--- src/shared/conv_ctrl_pkg.sv ---
// Shared constants for the converter conversion control block.
package conv_ctrl_pkg;
  localparam int RESULT_W = 10;
  localparam int CHAN_W = 5;
  localparam int REF_W = 2;
  localparam int TRIG_W = 3;
  localparam int PRESC_W = 3;
  localparam int CYC_W = 5;
  // Converter clock cycles per conversion.
  localparam logic [CYC_W-1:0] NORMAL_CYCLES = 5'h0D;
  localparam logic [CYC_W-1:0] FIRST_CYCLES = 5'h19;
  // Trigger source that relaunches on the block's own completion, whatever the completion flag holds.
  localparam logic [TRIG_W-1:0] TRIG_FREE_RUN = 3'h0;
  // Reference select encodings.
  localparam logic [REF_W-1:0] REF_EXTERNAL = 2'h0;
  localparam logic [REF_W-1:0] REF_AVCC = 2'h1;
  localparam logic [REF_W-1:0] REF_INT_2V56 = 2'h3;
  // Channel field: codes below this are single ended.
  localparam logic [CHAN_W-1:0] CHAN_SE_LIMIT = 5'h08;
  localparam logic [CHAN_W-1:0] CHAN_GAIN10_LO = 5'h08;
  localparam logic [CHAN_W-1:0] CHAN_GAIN200_LO = 5'h0C;
  localparam logic [CHAN_W-1:0] CHAN_GAIN_HI = 5'h0F;
  // Amplifier gain codes.
  localparam logic [1:0] GAIN_BYPASS = 2'h0;
  localparam logic [1:0] GAIN_X1 = 2'h1;
  localparam logic [1:0] GAIN_X10 = 2'h2;
  localparam logic [1:0] GAIN_X200 = 2'h3;
  // Result byte lanes.
  localparam logic [7:0] BYTE_ZERO = 8'h00;
  localparam int BUF_DEPTH = 2;
  localparam int BUF_W = RESULT_W;
  localparam logic [1:0] BUF_CNT_FULL = 2'h2;
  typedef enum logic [1:0] {
    ST_IDLE = 2'b00,
    ST_START = 2'b01,
    ST_CONVERT = 2'b11,
    ST_FINISH = 2'b10
  } conv_state_e;
endpackage

--- src/rtl/result_buffer.sv ---
// Two-entry buffer carrying conversion codes to the result registers.
`timescale 1ns/1ps
module result_buffer
  import conv_ctrl_pkg::*;
(
  // Clock, reset and enable.
  input wire logic clk_i,
  input wire logic srst_i,
  input wire logic ce_i,
  // Filling side.
  input wire logic in_valid_i,
  output logic in_ready_o,
  input wire logic [BUF_W-1:0] in_data_i,
  // Draining side.
  output logic out_valid_o,
  input wire logic out_ready_i,
  output logic [BUF_W-1:0] out_data_o
);
  logic [BUF_W-1:0] mem_reg [BUF_DEPTH];
  logic wr_ptr_reg;
  logic rd_ptr_reg;
  logic [1:0] count_reg;
  logic do_push;
  logic do_pop;

  // Handshake terms; full and empty follow the occupancy count.
  assign in_ready_o = (count_reg != BUF_CNT_FULL);
  assign out_valid_o = (count_reg != 2'h0);
  assign do_push = ce_i && in_valid_i && in_ready_o;
  assign do_pop = ce_i && out_valid_o && out_ready_i;
  assign out_data_o = mem_reg[rd_ptr_reg];

  // Storage is written without reset since the count guards reads.
  always_ff @(posedge clk_i) begin
    if (do_push) begin
      mem_reg[wr_ptr_reg] <= in_data_i;
    end
  end

  // Pointers and count.
  always_ff @(posedge clk_i) begin
    if (srst_i) begin
      wr_ptr_reg <= 1'b0;
      rd_ptr_reg <= 1'b0;
      count_reg <= 2'h0;
    end else begin
      if (do_push) begin
        wr_ptr_reg <= ~wr_ptr_reg;
      end
      if (do_pop) begin
        rd_ptr_reg <= ~rd_ptr_reg;
      end
      count_reg <= count_reg + {1'b0, do_push} - {1'b0, do_pop};
    end
  end
endmodule

--- src/rtl/conv_ctrl.sv ---
// Conversion sequencing, triggering and result registers of the converter.
`timescale 1ns/1ps
module conv_ctrl
  import conv_ctrl_pkg::*;
(
  // Clock, reset and clock enable.
  input wire logic clk_i,
  input wire logic srst_i,
  input wire logic ce_i,
  // Control bits from software.
  input wire logic converter_enable_i,
  input wire logic conversion_start_set_i,
  input wire logic auto_trigger_enable_i,
  input wire logic [TRIG_W-1:0] trigger_source_select_i,
  input wire logic left_adjust_select_i,
  input wire logic [REF_W-1:0] reference_select_i,
  input wire logic [CHAN_W-1:0] channel_gain_select_i,
  input wire logic [PRESC_W-1:0] prescale_select_i,
  input wire logic done_flag_clear_i,
  // Result byte read strobes.
  input wire logic result_low_read_i,
  input wire logic result_high_read_i,
  // Trigger sources, one per select code; code 0 is unused here.
  input wire logic [7:0] trigger_sources_i,
  // Successive approximation comparator from the analog core.
  input wire logic comparator_i,
  // Status to software.
  output logic conversion_start_o,
  output logic conversion_done_flag_o,
  output logic conversion_done_pulse_o,
  output logic [7:0] result_low_byte_o,
  output logic [7:0] result_high_byte_o,
  output logic result_lock_o,
  // Analog core control.
  output logic analog_enable_o,
  output logic sample_hold_o,
  output logic [RESULT_W-1:0] dac_code_o,
  output logic [CHAN_W-1:0] active_channel_o,
  output logic [1:0] active_gain_o,
  output logic [REF_W-1:0] active_reference_o,
  output logic reference_pin_avcc_o,
  output logic reference_pin_internal_o
);
  conv_state_e state_reg, state_next;
  logic [7:0] presc_reg;
  logic [CYC_W-1:0] cyc_reg;
  logic [CYC_W-1:0] cyc_len_reg;
  logic first_pending_reg;
  logic [RESULT_W-1:0] sar_reg;
  logic [3:0] bit_idx_reg;
  logic start_reg;
  logic done_flag_reg;
  logic lock_reg;
  logic trig_s1_reg, trig_s2_reg, trig_prev_reg;
  logic comp_s1_reg, comp_s2_reg;
  logic [RESULT_W-1:0] result_reg;
  logic [CHAN_W-1:0] chan_reg;
  logic [REF_W-1:0] ref_reg;
  logic done_pulse_reg;
  logic adc_tick;
  logic trig_sel;
  logic trig_edge;
  logic trig_fire;
  logic sw_start;
  logic begin_conv;
  logic sar_done;
  logic buf_in_ready;
  logic buf_out_valid;
  logic buf_out_ready;
  logic [RESULT_W-1:0] buf_out_data;
  logic [RESULT_W-1:0] sar_trial;
  logic busy;
  logic free_relaunch;

  // Trigger path: pins pass two flops before the edge detector.
  assign trig_sel = trigger_sources_i[trigger_source_select_i];
  assign trig_edge = trig_s2_reg && !trig_prev_reg;
  assign trig_fire = converter_enable_i && auto_trigger_enable_i &&
    (trigger_source_select_i != TRIG_FREE_RUN) && trig_edge && !busy;
  assign sw_start = converter_enable_i && conversion_start_set_i && !busy;
  assign begin_conv = sw_start || trig_fire || free_relaunch;
  assign busy = (state_reg != ST_IDLE);

  // Prescaler tick; a trigger restarts the count so timing is fixed.
  assign adc_tick = (presc_reg == 8'h00);

  // Trial code for the current bit of the search.
  assign sar_trial = sar_reg | (RESULT_W'(1) << bit_idx_reg);
  assign sar_done = (cyc_reg == cyc_len_reg) && adc_tick;

  // Next state of the conversion sequencer.
  always_comb begin
    state_next = state_reg;
    case (state_reg)
      ST_IDLE: begin
        if (begin_conv) begin
          state_next = ST_START;
        end
      end
      ST_START: begin
        if (adc_tick) begin
          state_next = ST_CONVERT;
        end
      end
      ST_CONVERT: begin
        if (sar_done) begin
          state_next = ST_FINISH;
        end
      end
      ST_FINISH: begin
        state_next = ST_IDLE;
      end
      default: begin
        state_next = ST_IDLE;
      end
    endcase
  end

  // Synchronisers for the trigger and the comparator.
  always_ff @(posedge clk_i) begin
    if (srst_i) begin
      trig_s1_reg <= 1'b0;
      trig_s2_reg <= 1'b0;
      trig_prev_reg <= 1'b0;
      comp_s1_reg <= 1'b0;
      comp_s2_reg <= 1'b0;
    end else if (ce_i) begin
      trig_s1_reg <= trig_sel;
      trig_s2_reg <= trig_s1_reg;
      trig_prev_reg <= trig_s2_reg;
      comp_s1_reg <= comparator_i;
      comp_s2_reg <= comp_s1_reg;
    end
  end

  // Prescaler: held in reset while the converter is off.
  always_ff @(posedge clk_i) begin
    if (srst_i) begin
      presc_reg <= 8'h00;
    end else if (ce_i) begin
      if (!converter_enable_i) begin
        presc_reg <= 8'h00;
      end else if (trig_fire || adc_tick) begin
        presc_reg <= 8'((9'h001 << prescale_select_i) - 9'h001);
      end else begin
        presc_reg <= presc_reg - 8'h01;
      end
    end
  end

  // Sequencer, cycle counter and successive approximation register.
  always_ff @(posedge clk_i) begin
    if (srst_i) begin
      state_reg <= ST_IDLE;
      cyc_reg <= 5'h00;
      cyc_len_reg <= NORMAL_CYCLES;
      first_pending_reg <= 1'b1;
      sar_reg <= '0;
      bit_idx_reg <= 4'h0;
    end else if (ce_i) begin
      state_reg <= state_next;
      if (!converter_enable_i) begin
        first_pending_reg <= 1'b1;
      end
      if (state_reg == ST_IDLE && begin_conv) begin
        cyc_len_reg <= first_pending_reg ? FIRST_CYCLES : NORMAL_CYCLES;
        first_pending_reg <= 1'b0;
        cyc_reg <= 5'h01;
        sar_reg <= '0;
        bit_idx_reg <= 4'(RESULT_W - 1);
      end else if (state_reg == ST_CONVERT && adc_tick) begin
        cyc_reg <= cyc_reg + 5'h01;
        if (cyc_reg + 5'h03 > cyc_len_reg - 5'h0A &&
            bit_idx_reg != 4'hF) begin
          // keep bit when input above trial
          sar_reg <= comp_s2_reg ? sar_trial : sar_reg;
          bit_idx_reg <= bit_idx_reg - 4'h1;
        end
      end
    end
  end

  // Start bit, completion flag, completion pulse and access lock.
  always_ff @(posedge clk_i) begin
    if (srst_i) begin
      start_reg <= 1'b0;
      done_flag_reg <= 1'b0;
      done_pulse_reg <= 1'b0;
      lock_reg <= 1'b0;
    end else if (ce_i) begin
      done_pulse_reg <= (state_reg == ST_FINISH);
      if (begin_conv) begin
        start_reg <= 1'b1;
      end else if (state_reg == ST_FINISH) begin
        start_reg <= auto_trigger_enable_i &&
          (trigger_source_select_i == TRIG_FREE_RUN);
      end else if (state_reg == ST_IDLE) begin
        // A free run stopped between conversions must not stay busy.
        start_reg <= 1'b0;
      end
      if (state_reg == ST_FINISH && start_reg &&
          auto_trigger_enable_i &&
          trigger_source_select_i == TRIG_FREE_RUN) begin
        start_reg <= 1'b1;
      end
      if (state_reg == ST_FINISH) begin
        done_flag_reg <= 1'b1;
      end else if (done_flag_clear_i) begin
        done_flag_reg <= 1'b0;
      end
      // low read locks, high read unlocks
      if (result_high_read_i) begin
        lock_reg <= 1'b0;
      end else if (result_low_read_i) begin
        lock_reg <= 1'b1;
      end
    end
  end

  // Free running: when idle with start held, launch the next one.
  // relaunch after own completion
  assign free_relaunch = (state_reg == ST_IDLE) && start_reg &&
    converter_enable_i && auto_trigger_enable_i &&
    (trigger_source_select_i == TRIG_FREE_RUN);

  // Channel and reference latch; frozen while converting.
  always_ff @(posedge clk_i) begin
    if (srst_i) begin
      chan_reg <= '0;
      ref_reg <= REF_EXTERNAL;
    end else if (ce_i) begin
      if (converter_enable_i && (!busy || state_reg == ST_FINISH)) begin
        chan_reg <= channel_gain_select_i;
        ref_reg <= reference_select_i;
      end
    end
  end

  // Completion pushes the code into the buffer toward the result bytes.
  result_buffer u_buf (
    .clk_i(clk_i),
    .srst_i(srst_i),
    .ce_i(ce_i),
    .in_valid_i(state_reg == ST_FINISH),
    .in_ready_o(buf_in_ready),
    .in_data_i(sar_reg),
    .out_valid_o(buf_out_valid),
    .out_ready_i(buf_out_ready),
    .out_data_o(buf_out_data)
  );

  // A locked result still drains the buffer, so the word is dropped.
  assign buf_out_ready = 1'b1;

  // Result register.
  always_ff @(posedge clk_i) begin
    if (srst_i) begin
      result_reg <= '0;
    end else if (ce_i) begin
      if (buf_out_valid && !lock_reg) begin
        result_reg <= buf_out_data;
      end
    end
  end

  assign result_low_byte_o = left_adjust_select_i ?
    {result_reg[1:0], 6'h00} : result_reg[7:0];
  assign result_high_byte_o = left_adjust_select_i ?
    result_reg[9:2] : {6'h00, result_reg[9:8]};

  assign active_gain_o = (chan_reg < CHAN_SE_LIMIT) ? GAIN_BYPASS :
    (chan_reg >= CHAN_GAIN200_LO && chan_reg <= CHAN_GAIN_HI) ?
    GAIN_X200 : (chan_reg >= CHAN_GAIN10_LO && chan_reg < CHAN_GAIN200_LO) ?
    GAIN_X10 : GAIN_X1;
  assign reference_pin_avcc_o = converter_enable_i && ref_reg == REF_AVCC;
  assign reference_pin_internal_o = converter_enable_i &&
    ref_reg == REF_INT_2V56;

  // Status and analog outputs.
  assign conversion_start_o = start_reg;
  assign conversion_done_flag_o = done_flag_reg;
  assign conversion_done_pulse_o = done_pulse_reg;
  assign result_lock_o = lock_reg;
  assign analog_enable_o = converter_enable_i;
  assign sample_hold_o = (state_reg == ST_START) ||
    (state_reg == ST_CONVERT && cyc_reg == 5'h01);
  assign dac_code_o = sar_trial;
  assign active_channel_o = chan_reg;
  assign active_reference_o = ref_reg;
endmodule

--- config.mk ---
export PLATFORM = sky130hd
export DESIGN_NAME = conv_ctrl
export DESIGN_NICKNAME = d
export VERILOG_FILES = /design/src/shared/conv_ctrl_pkg.sv /design/src/rtl/result_buffer.sv /design/src/rtl/conv_ctrl.sv
export SDC_FILE = /design/constraint.sdc
export NUM_CORES = 1
export LEC_CHECK = 0
export ABC_AREA = 1
export BUFFER_PORTS_ARGS = -buffer_cell sky130_fd_sc_hd__buf_2
export CORE_MARGIN = 1
export CORE_UTILIZATION = 51
export DETAILED_ROUTE_END_ITERATION = 16
export PLACE_DENSITY = 0.84
export SLEW_MARGIN = 10
export SYNTH_ARGS = -nofsm -noshare
export SYNTH_HDL_FRONTEND = slang
export SYNTH_HIERARCHICAL = 1
export SYNTH_SLANG_ARGS = --single-unit
--- constraint.sdc ---
create_clock -name clk_i -period 2.4 [get_ports clk_i]
set_input_delay 0.24 -clock clk_i [delete_from_list [all_inputs] [get_ports clk_i]]
set_output_delay 0.24 -clock clk_i [all_outputs]
set_load 0.02 [all_outputs]
== After elaboration in Yosys (flattened, before gate mapping) ==
Memory sizes are Yosys's and may differ from the RTL's. A register that Yosys moved wholly into a read port is not among the register bits.
Index checks and enable logic that the tools add are counted.
W data, S select, Z words.

* Add/sub/neg operators: 8
* Order comparisons: 7
* Equal/unequal tests: 13
* Shifts and indexed selects: 2
* Multiplexer cells: 35
* Bitwise gates (word level): 3
* Reduce and logical (&&, ||, !) cells: 60

{| class="wikitable"
|+ Operators with widths
! kind !! number
|-
| $mux W10 || 4
|-
| $mux W8 || 4
|-
| $logic_and A1 B1 Y1 || 29
|-
| $reduce_and A2 Y1 || 8
|-
| $sub A8 B1 Y8 const B || 2
|-
| $mux W5 || 3
|-
| $reduce_bool A2 Y1 || 7
|-
| $mux W1 || 13
|-
| $mux W2 || 6
|-
| $mux W4 || 3
|-
| $ge A5 B4 Y1 const B || 2
|-
| $lt A5 B4 Y1 const B || 2
|-
| $or A10 B10 Y10 || 1
|-
| $shl A1 B4 Y10 const A || 1
|-
| $logic_not A8 Y1 || 1
|-
| $ne A2 B2 Y1 const B || 4
|-
| $pmux W2 S4 || 1
|-
| $reduce_and A4 Y1 || 2
|-
| $shl A1 B3 Y8 const A || 1
|-
| $eq A2 B2 Y1 const B || 3
|-
| $add A5 B1 Y5 const B || 1
|-
| $add A5 B2 Y5 const B || 1
|-
| $eq A5 B1 Y1 const B || 1
|-
| $eq A5 B5 Y1 || 1
|-
| 19 further kinds || 27
|}

* Register bits: 55
* Bits in writable memories: 20
* Output and inout bits: 43
* Memories: 1

{| class="wikitable"
|+ Memory list
! name !! words !! bits a word !! read ports !! clocked after memory_dff !! write ports !! line !! source
|-
| u_buf.mem_reg || 2 || 10 || 1 || 1 || 1 || result_buffer.sv:19 || <nowiki>logic [BUF_W-1:0] mem_reg [BUF_DEPTH];</nowiki>
|}

== Depth between registers and ports, before layout ==
* Word-level depth: 9
* Mapped depth: 15
* Gate-level depth less buffers: 15

== Cells and area by module ==
Netlist, hierarchy kept.

{| class="wikitable"
|+ By module, submodules not included
! module !! times used !! cells each !! area each (sq um) !! seq. area each (sq um)
|-
| conv_ctrl || 1 || 476 || 3452.1 || 1161.1
|-
| result_buffer || 1 || 70 || 984.7 || 700.7
|}

== Worst setup path before layout ==
Ideal clock, no wire load.

* Path kind: reg-to-reg
* Start: register cyc_reg[0]
* End: register sar_reg[3]
* Library setup time: 0.135 ns
* Arrival: 2.174 ns
* Data required time: 2.265 ns
* Slack: 0.091 ns
* Stages on the path, launching flop included: 15
* Path buffers: 1
* Path through: dfxtp_1 > inv_1 > ha_1 > nor3_1 > xor2_1 > ha_1 > nand2_1 > nor2_1 > a31oi_1 > nand3_2 > nand2_4 > nand2_4 > buf_6 > a21oi_2 > nor3_2

* Longest elaborated chain between the ends: 5

{| class="wikitable"
|+ Ends and longest elaborated chain
! element !! line !! source
|-
| from (decl) || conv_ctrl.sv:46 || <nowiki>logic [CYC_W-1:0] cyc_reg;</nowiki>
|-
| from (signal assigned) || conv_ctrl.sv:172 || <nowiki>cyc_reg <= cyc_reg + 5'h01;</nowiki>
|-
| $add A5 B2 Y5 || conv_ctrl.sv:173 || <nowiki>if (cyc_reg + 5'h03 > cyc_len_reg - 5'h0A &&</nowiki>
|-
| $gt A5 B5 Y1 || conv_ctrl.sv:173 ||
|-
| $logic_and A1 B1 Y1 || conv_ctrl.sv:173 ||
|-
| $reduce_bool A2 Y1 (no line) || -- ||
|-
| $reduce_and A4 Y1 (no line) || -- ||
|-
| to (signal assigned) || conv_ctrl.sv:176 || <nowiki>sar_reg <= comp_s2_reg ? sar_trial : sar_reg;</nowiki>
|-
| to (decl) || conv_ctrl.sv:49 || <nowiki>logic [RESULT_W-1:0] sar_reg;</nowiki>
|}

No other way between the ends.
A chain may end at the register's enable or synchronous reset.

== Final worst setup path ==
* Start: register cyc_reg[1]
* End: register bit_idx_reg[0]

* Longest elaborated chain between the ends: 5

{| class="wikitable"
|+ Ends and longest elaborated chain
! element !! line !! source
|-
| $add A5 B2 Y5 || conv_ctrl.sv:173 ||
|-
| $gt A5 B5 Y1 || conv_ctrl.sv:173 ||
|-
| $logic_and A1 B1 Y1 || conv_ctrl.sv:173 ||
|-
| $reduce_bool A2 Y1 (no line) || -- ||
|-
| $reduce_and A3 Y1 (no line) || -- ||
|-
| to (signal assigned) || conv_ctrl.sv:170 || <nowiki>bit_idx_reg <= 4'(RESULT_W - 1);</nowiki>
|-
| to (signal assigned) || conv_ctrl.sv:177 || <nowiki>bit_idx_reg <= bit_idx_reg - 4'h1;</nowiki>
|-
| to (decl) || conv_ctrl.sv:50 || <nowiki>logic [3:0] bit_idx_reg;</nowiki>
|}

No other way between the ends.

==> impl_results.md <==
* Gate Count Post-Synth at 546
* Vias in the first global route at 3,604
* Hold Crit Start: result_high_read_i
* Vias post-DR at 3,838
* Worst r2r src: cyc_reg[1]
* Top_reg_cell synth: dfxtp_1
* Grt ovf at 0
* Die Y at 95.3 um
* Net Count, Synth at 592
* Slew HR at 63.5%
* Die width at 95.3 um
* Worst slew pin tran at 0.547 ns
* Drt wl/cell at 12.8 um
* Sequential share of the synthesized area at 42.0%
* Largest net degree at the start of global routing at 32
* Worst setup path endpoint: bit_idx_reg[0]
* Crit path largest cell delay at 0.36 ns
* Asr flop ratio synth at 0%
* R2r setup slk at 0.18 ns
* Synth-to-Final Area Change at 15.8%
* Number of antenna violations at the first check in global routing at 0
* HP Class: input port to flop
* Clock root buffer: clkbuf_8
* CTS Sinks at 83
* Most frequent cell after synthesis: inv_1
* Max IR drop VDD at 1.02 mV
* CP Launch Type: flop
* DRT antenna net count at 0
* Fin. Hold Viols at 0
* Max reg flops at 20
* Worst setup startpoint: cyc_reg[1]
* Synth area leader: dfxtp_1
* Main area contributors after synthesis: dfxtp_1, edfxtp_1, inv_1
* Worst-Skew Late Latency at 0.37 ns
* Post-synth EDFFs at 20
* Post-DP HPWL at 7010 um
* IO buf count at 74
* Crit. End Element: flop
* Vias/cell at 5.25
* Mapped Area at 0.00444 mm2
* Final WS setup at 0.181 ns
* Placed cell areas at 0.00488 mm2
* Design Area, Final at 0.00514 mm2
* Avg Cell Area, Syn at 8.13 um2
* Post-synthesis register bit count at 83
* Starting Density at 53.5%
* Synthesis warning total at 6
* DR DRC count at 0
* Global-route wire length before repair at 15,800 um
* Worst r2r dst: bit_idx_reg[0]
* Layout cells sized above 1 at 28.4%
* Placer Congestion at 0.867
* Setup Skew at 0.0114 ns
* CTS max path bufs at 2
* Final min period at 2.22 ns
* Synth top area share at 28.4%
* Initial DRT Pass Iterations at 4
* CTS tree: yes
* Max-Cap Viols at 0
* CP Cell Sequence: inv_2 > ha_4 > nor3_2 > xor2_1 > ha_1 > nand2_1 > nor2_1 > a31oi_1 > nand3_2 > nand2_4 > buf_4 > a31oi_1 > o21ai_0 > inv_1
* Final setup fails at 0
* RSZ-0062 raised after global routing: false
* Status: finished clean
* # hold bufs at CTS at 0
* CP Class: flop to flop
* I/O pins at 75
* Post-Route WL at 9380 um
* Critical Path Slowest Stage Cell: dfxtp_2
* F_max at 0.451 GHz
* Max-slew violation count at 0
* # nets final at 667
* Site Rows at 33
* Core ar. at 0.00830 mm2
* Pwr dens at 995 mW/mm2
* Most used cell, CP: a31oi_1
* Tcrit/Tclk final at 92.5%
* Data arrival time of the critical path at 2.48 ns
* Top cells by count, synth: inv_1, nand2_1, dfxtp_1, nor2_1, a21oi_1
* CTS H-Tree Depth at 3
* Design Power at 5.11 mW
* Total CTS buffers at 9
* Synth cell types at 47
* Post-Place Setup Slack at -0.0117 ns
* Antenna Cells at 0
* Die Area at 0.00908 mm2
* DRT iter0 DRCs at 204
* CTS clk-pin slew, worst paths at 0.09 ns
* Worst endpoint required time at 2.66 ns
* Crit-path max FO at 5
* Worst reg-to-reg path cell count at 14
* GRT Util Overall at 22.4%
* Leakage at 2.32 nW
[routing by layer]
metal / up-vias / part of all wire, % / wire (um) / global-route usage [%]
li1: 1947 / - / - / -
met1: 1802 / 43 / 3990 / 25.6
met2: 79 / 53 / 4950 / 41.3
met3: 10 / 3.5 / 330 / 4.15
met4: 0 / 1.1 / 101 / 7.70
met5: - / 0 / 0 / 0
[how the worst min path moves through the flow]
| stage | to | cells past startpoint | slack [ns] |
|---|---|---|---|
| 3_3_place_gp | result_lock_o | 2 | 0.43 |
| 4_1_cts | result_lock_o | 2 | 0.04 |
| 6_report | result_lock_o | 2 | 0.05 |
| 5_1_grt | result_lock_o | 2 | 0.04 |
| 3_5_place_dp | result_lock_o | 2 | 0.43 |
| 2_1_floorplan | u_buf/count_reg[1] | 1 | 0.31 |
[cell type report]
class	instances	area [um2]
Tap cell	105	131
Multi-Input combinational cell	371	2210
Sequential cell	83	1870
Timing Repair Buffer	85	457
Clock inverter	7	83.8
Inverter	71	267
Clock buffer	9	124
Fill cell	716	3160
[worst max-delay path, delay by kind of cell, from the launching register on]
family / cells / cell delay [ns]
and+or+nand+nor: 5 / 0.57
adders and majority gates: 2 / 0.42
DFF: 1 / 0.36
AOI/OAI and AO/OA: 3 / 0.32
buffers and inverters: 3 / 0.27
xor gates and xnor gates: 1 / 0.16
[repair_timing]
action,CTS,global route
resized for setup,1,13
pin swaps,0,3
setup buffers,0,2
setup endpoints to repair,10,13
[kinds of logic after synthesis]
| group | after synthesis | synth area share [%] |
|---|---|---|
| other | 1 | 0.0845 |
| xor gates and xnor gates | 8 | 1.58 |
| and+or+nand+nor | 209 | 24.2 |
| buffers and inverters | 92 | 8.80 |
| adders and majority gates | 14 | 3.95 |
| AOI/OAI and AO/OA | 127 | 16.4 |
| muxes | 12 | 2.99 |
| DFF | 83 | 42.0 |
[per-stage QoR]
| step | util, % | instances | hold WS (ns) | TNS [ns] |
|---|---|---|---|---|
| after floorplan | - | 546 | 0.309 | 0 |
| after global placement | 58.8 | 713 | 0.427 | 0 |
| after detailed placement | 58.8 | 713 | 0.430 | -0.0117 |
| after CTS | 61.4 | 729 | 0.0437 | 0 |
| after global routing | 61.9 | 731 | 0.0447 | 0 |
| final | 61.9 | 731 | 0.0465 | 0 |
[cells in the final DEF (no fill, tap or decap), drive strengths merged, types with 2 or more instances in the layout]
master  count
edfxtp     20
nand4       2
a31oi       4
a21o        2
clkinv      3
o21ai      49
ha         14
nor3b       2
nand2      87
xor2        5
mux2       10
a21oi      58
mux2i       2
nor2       72
nor3       16
inv        73
buf        85
xnor2       3
o21bai      8
clkbuf      9
dfxtp      63
nand3      29
o211ai      2
[where the power goes]
group | total, mW | internal (mW) | switching, mW
combinational | 2.35 | 0.828 | 1.52
sequential | 1.71 | 1.59 | 0.117
clock | 1.06 | 0.499 | 0.558
No activity file was read; power rests on OpenSTA's default activity.
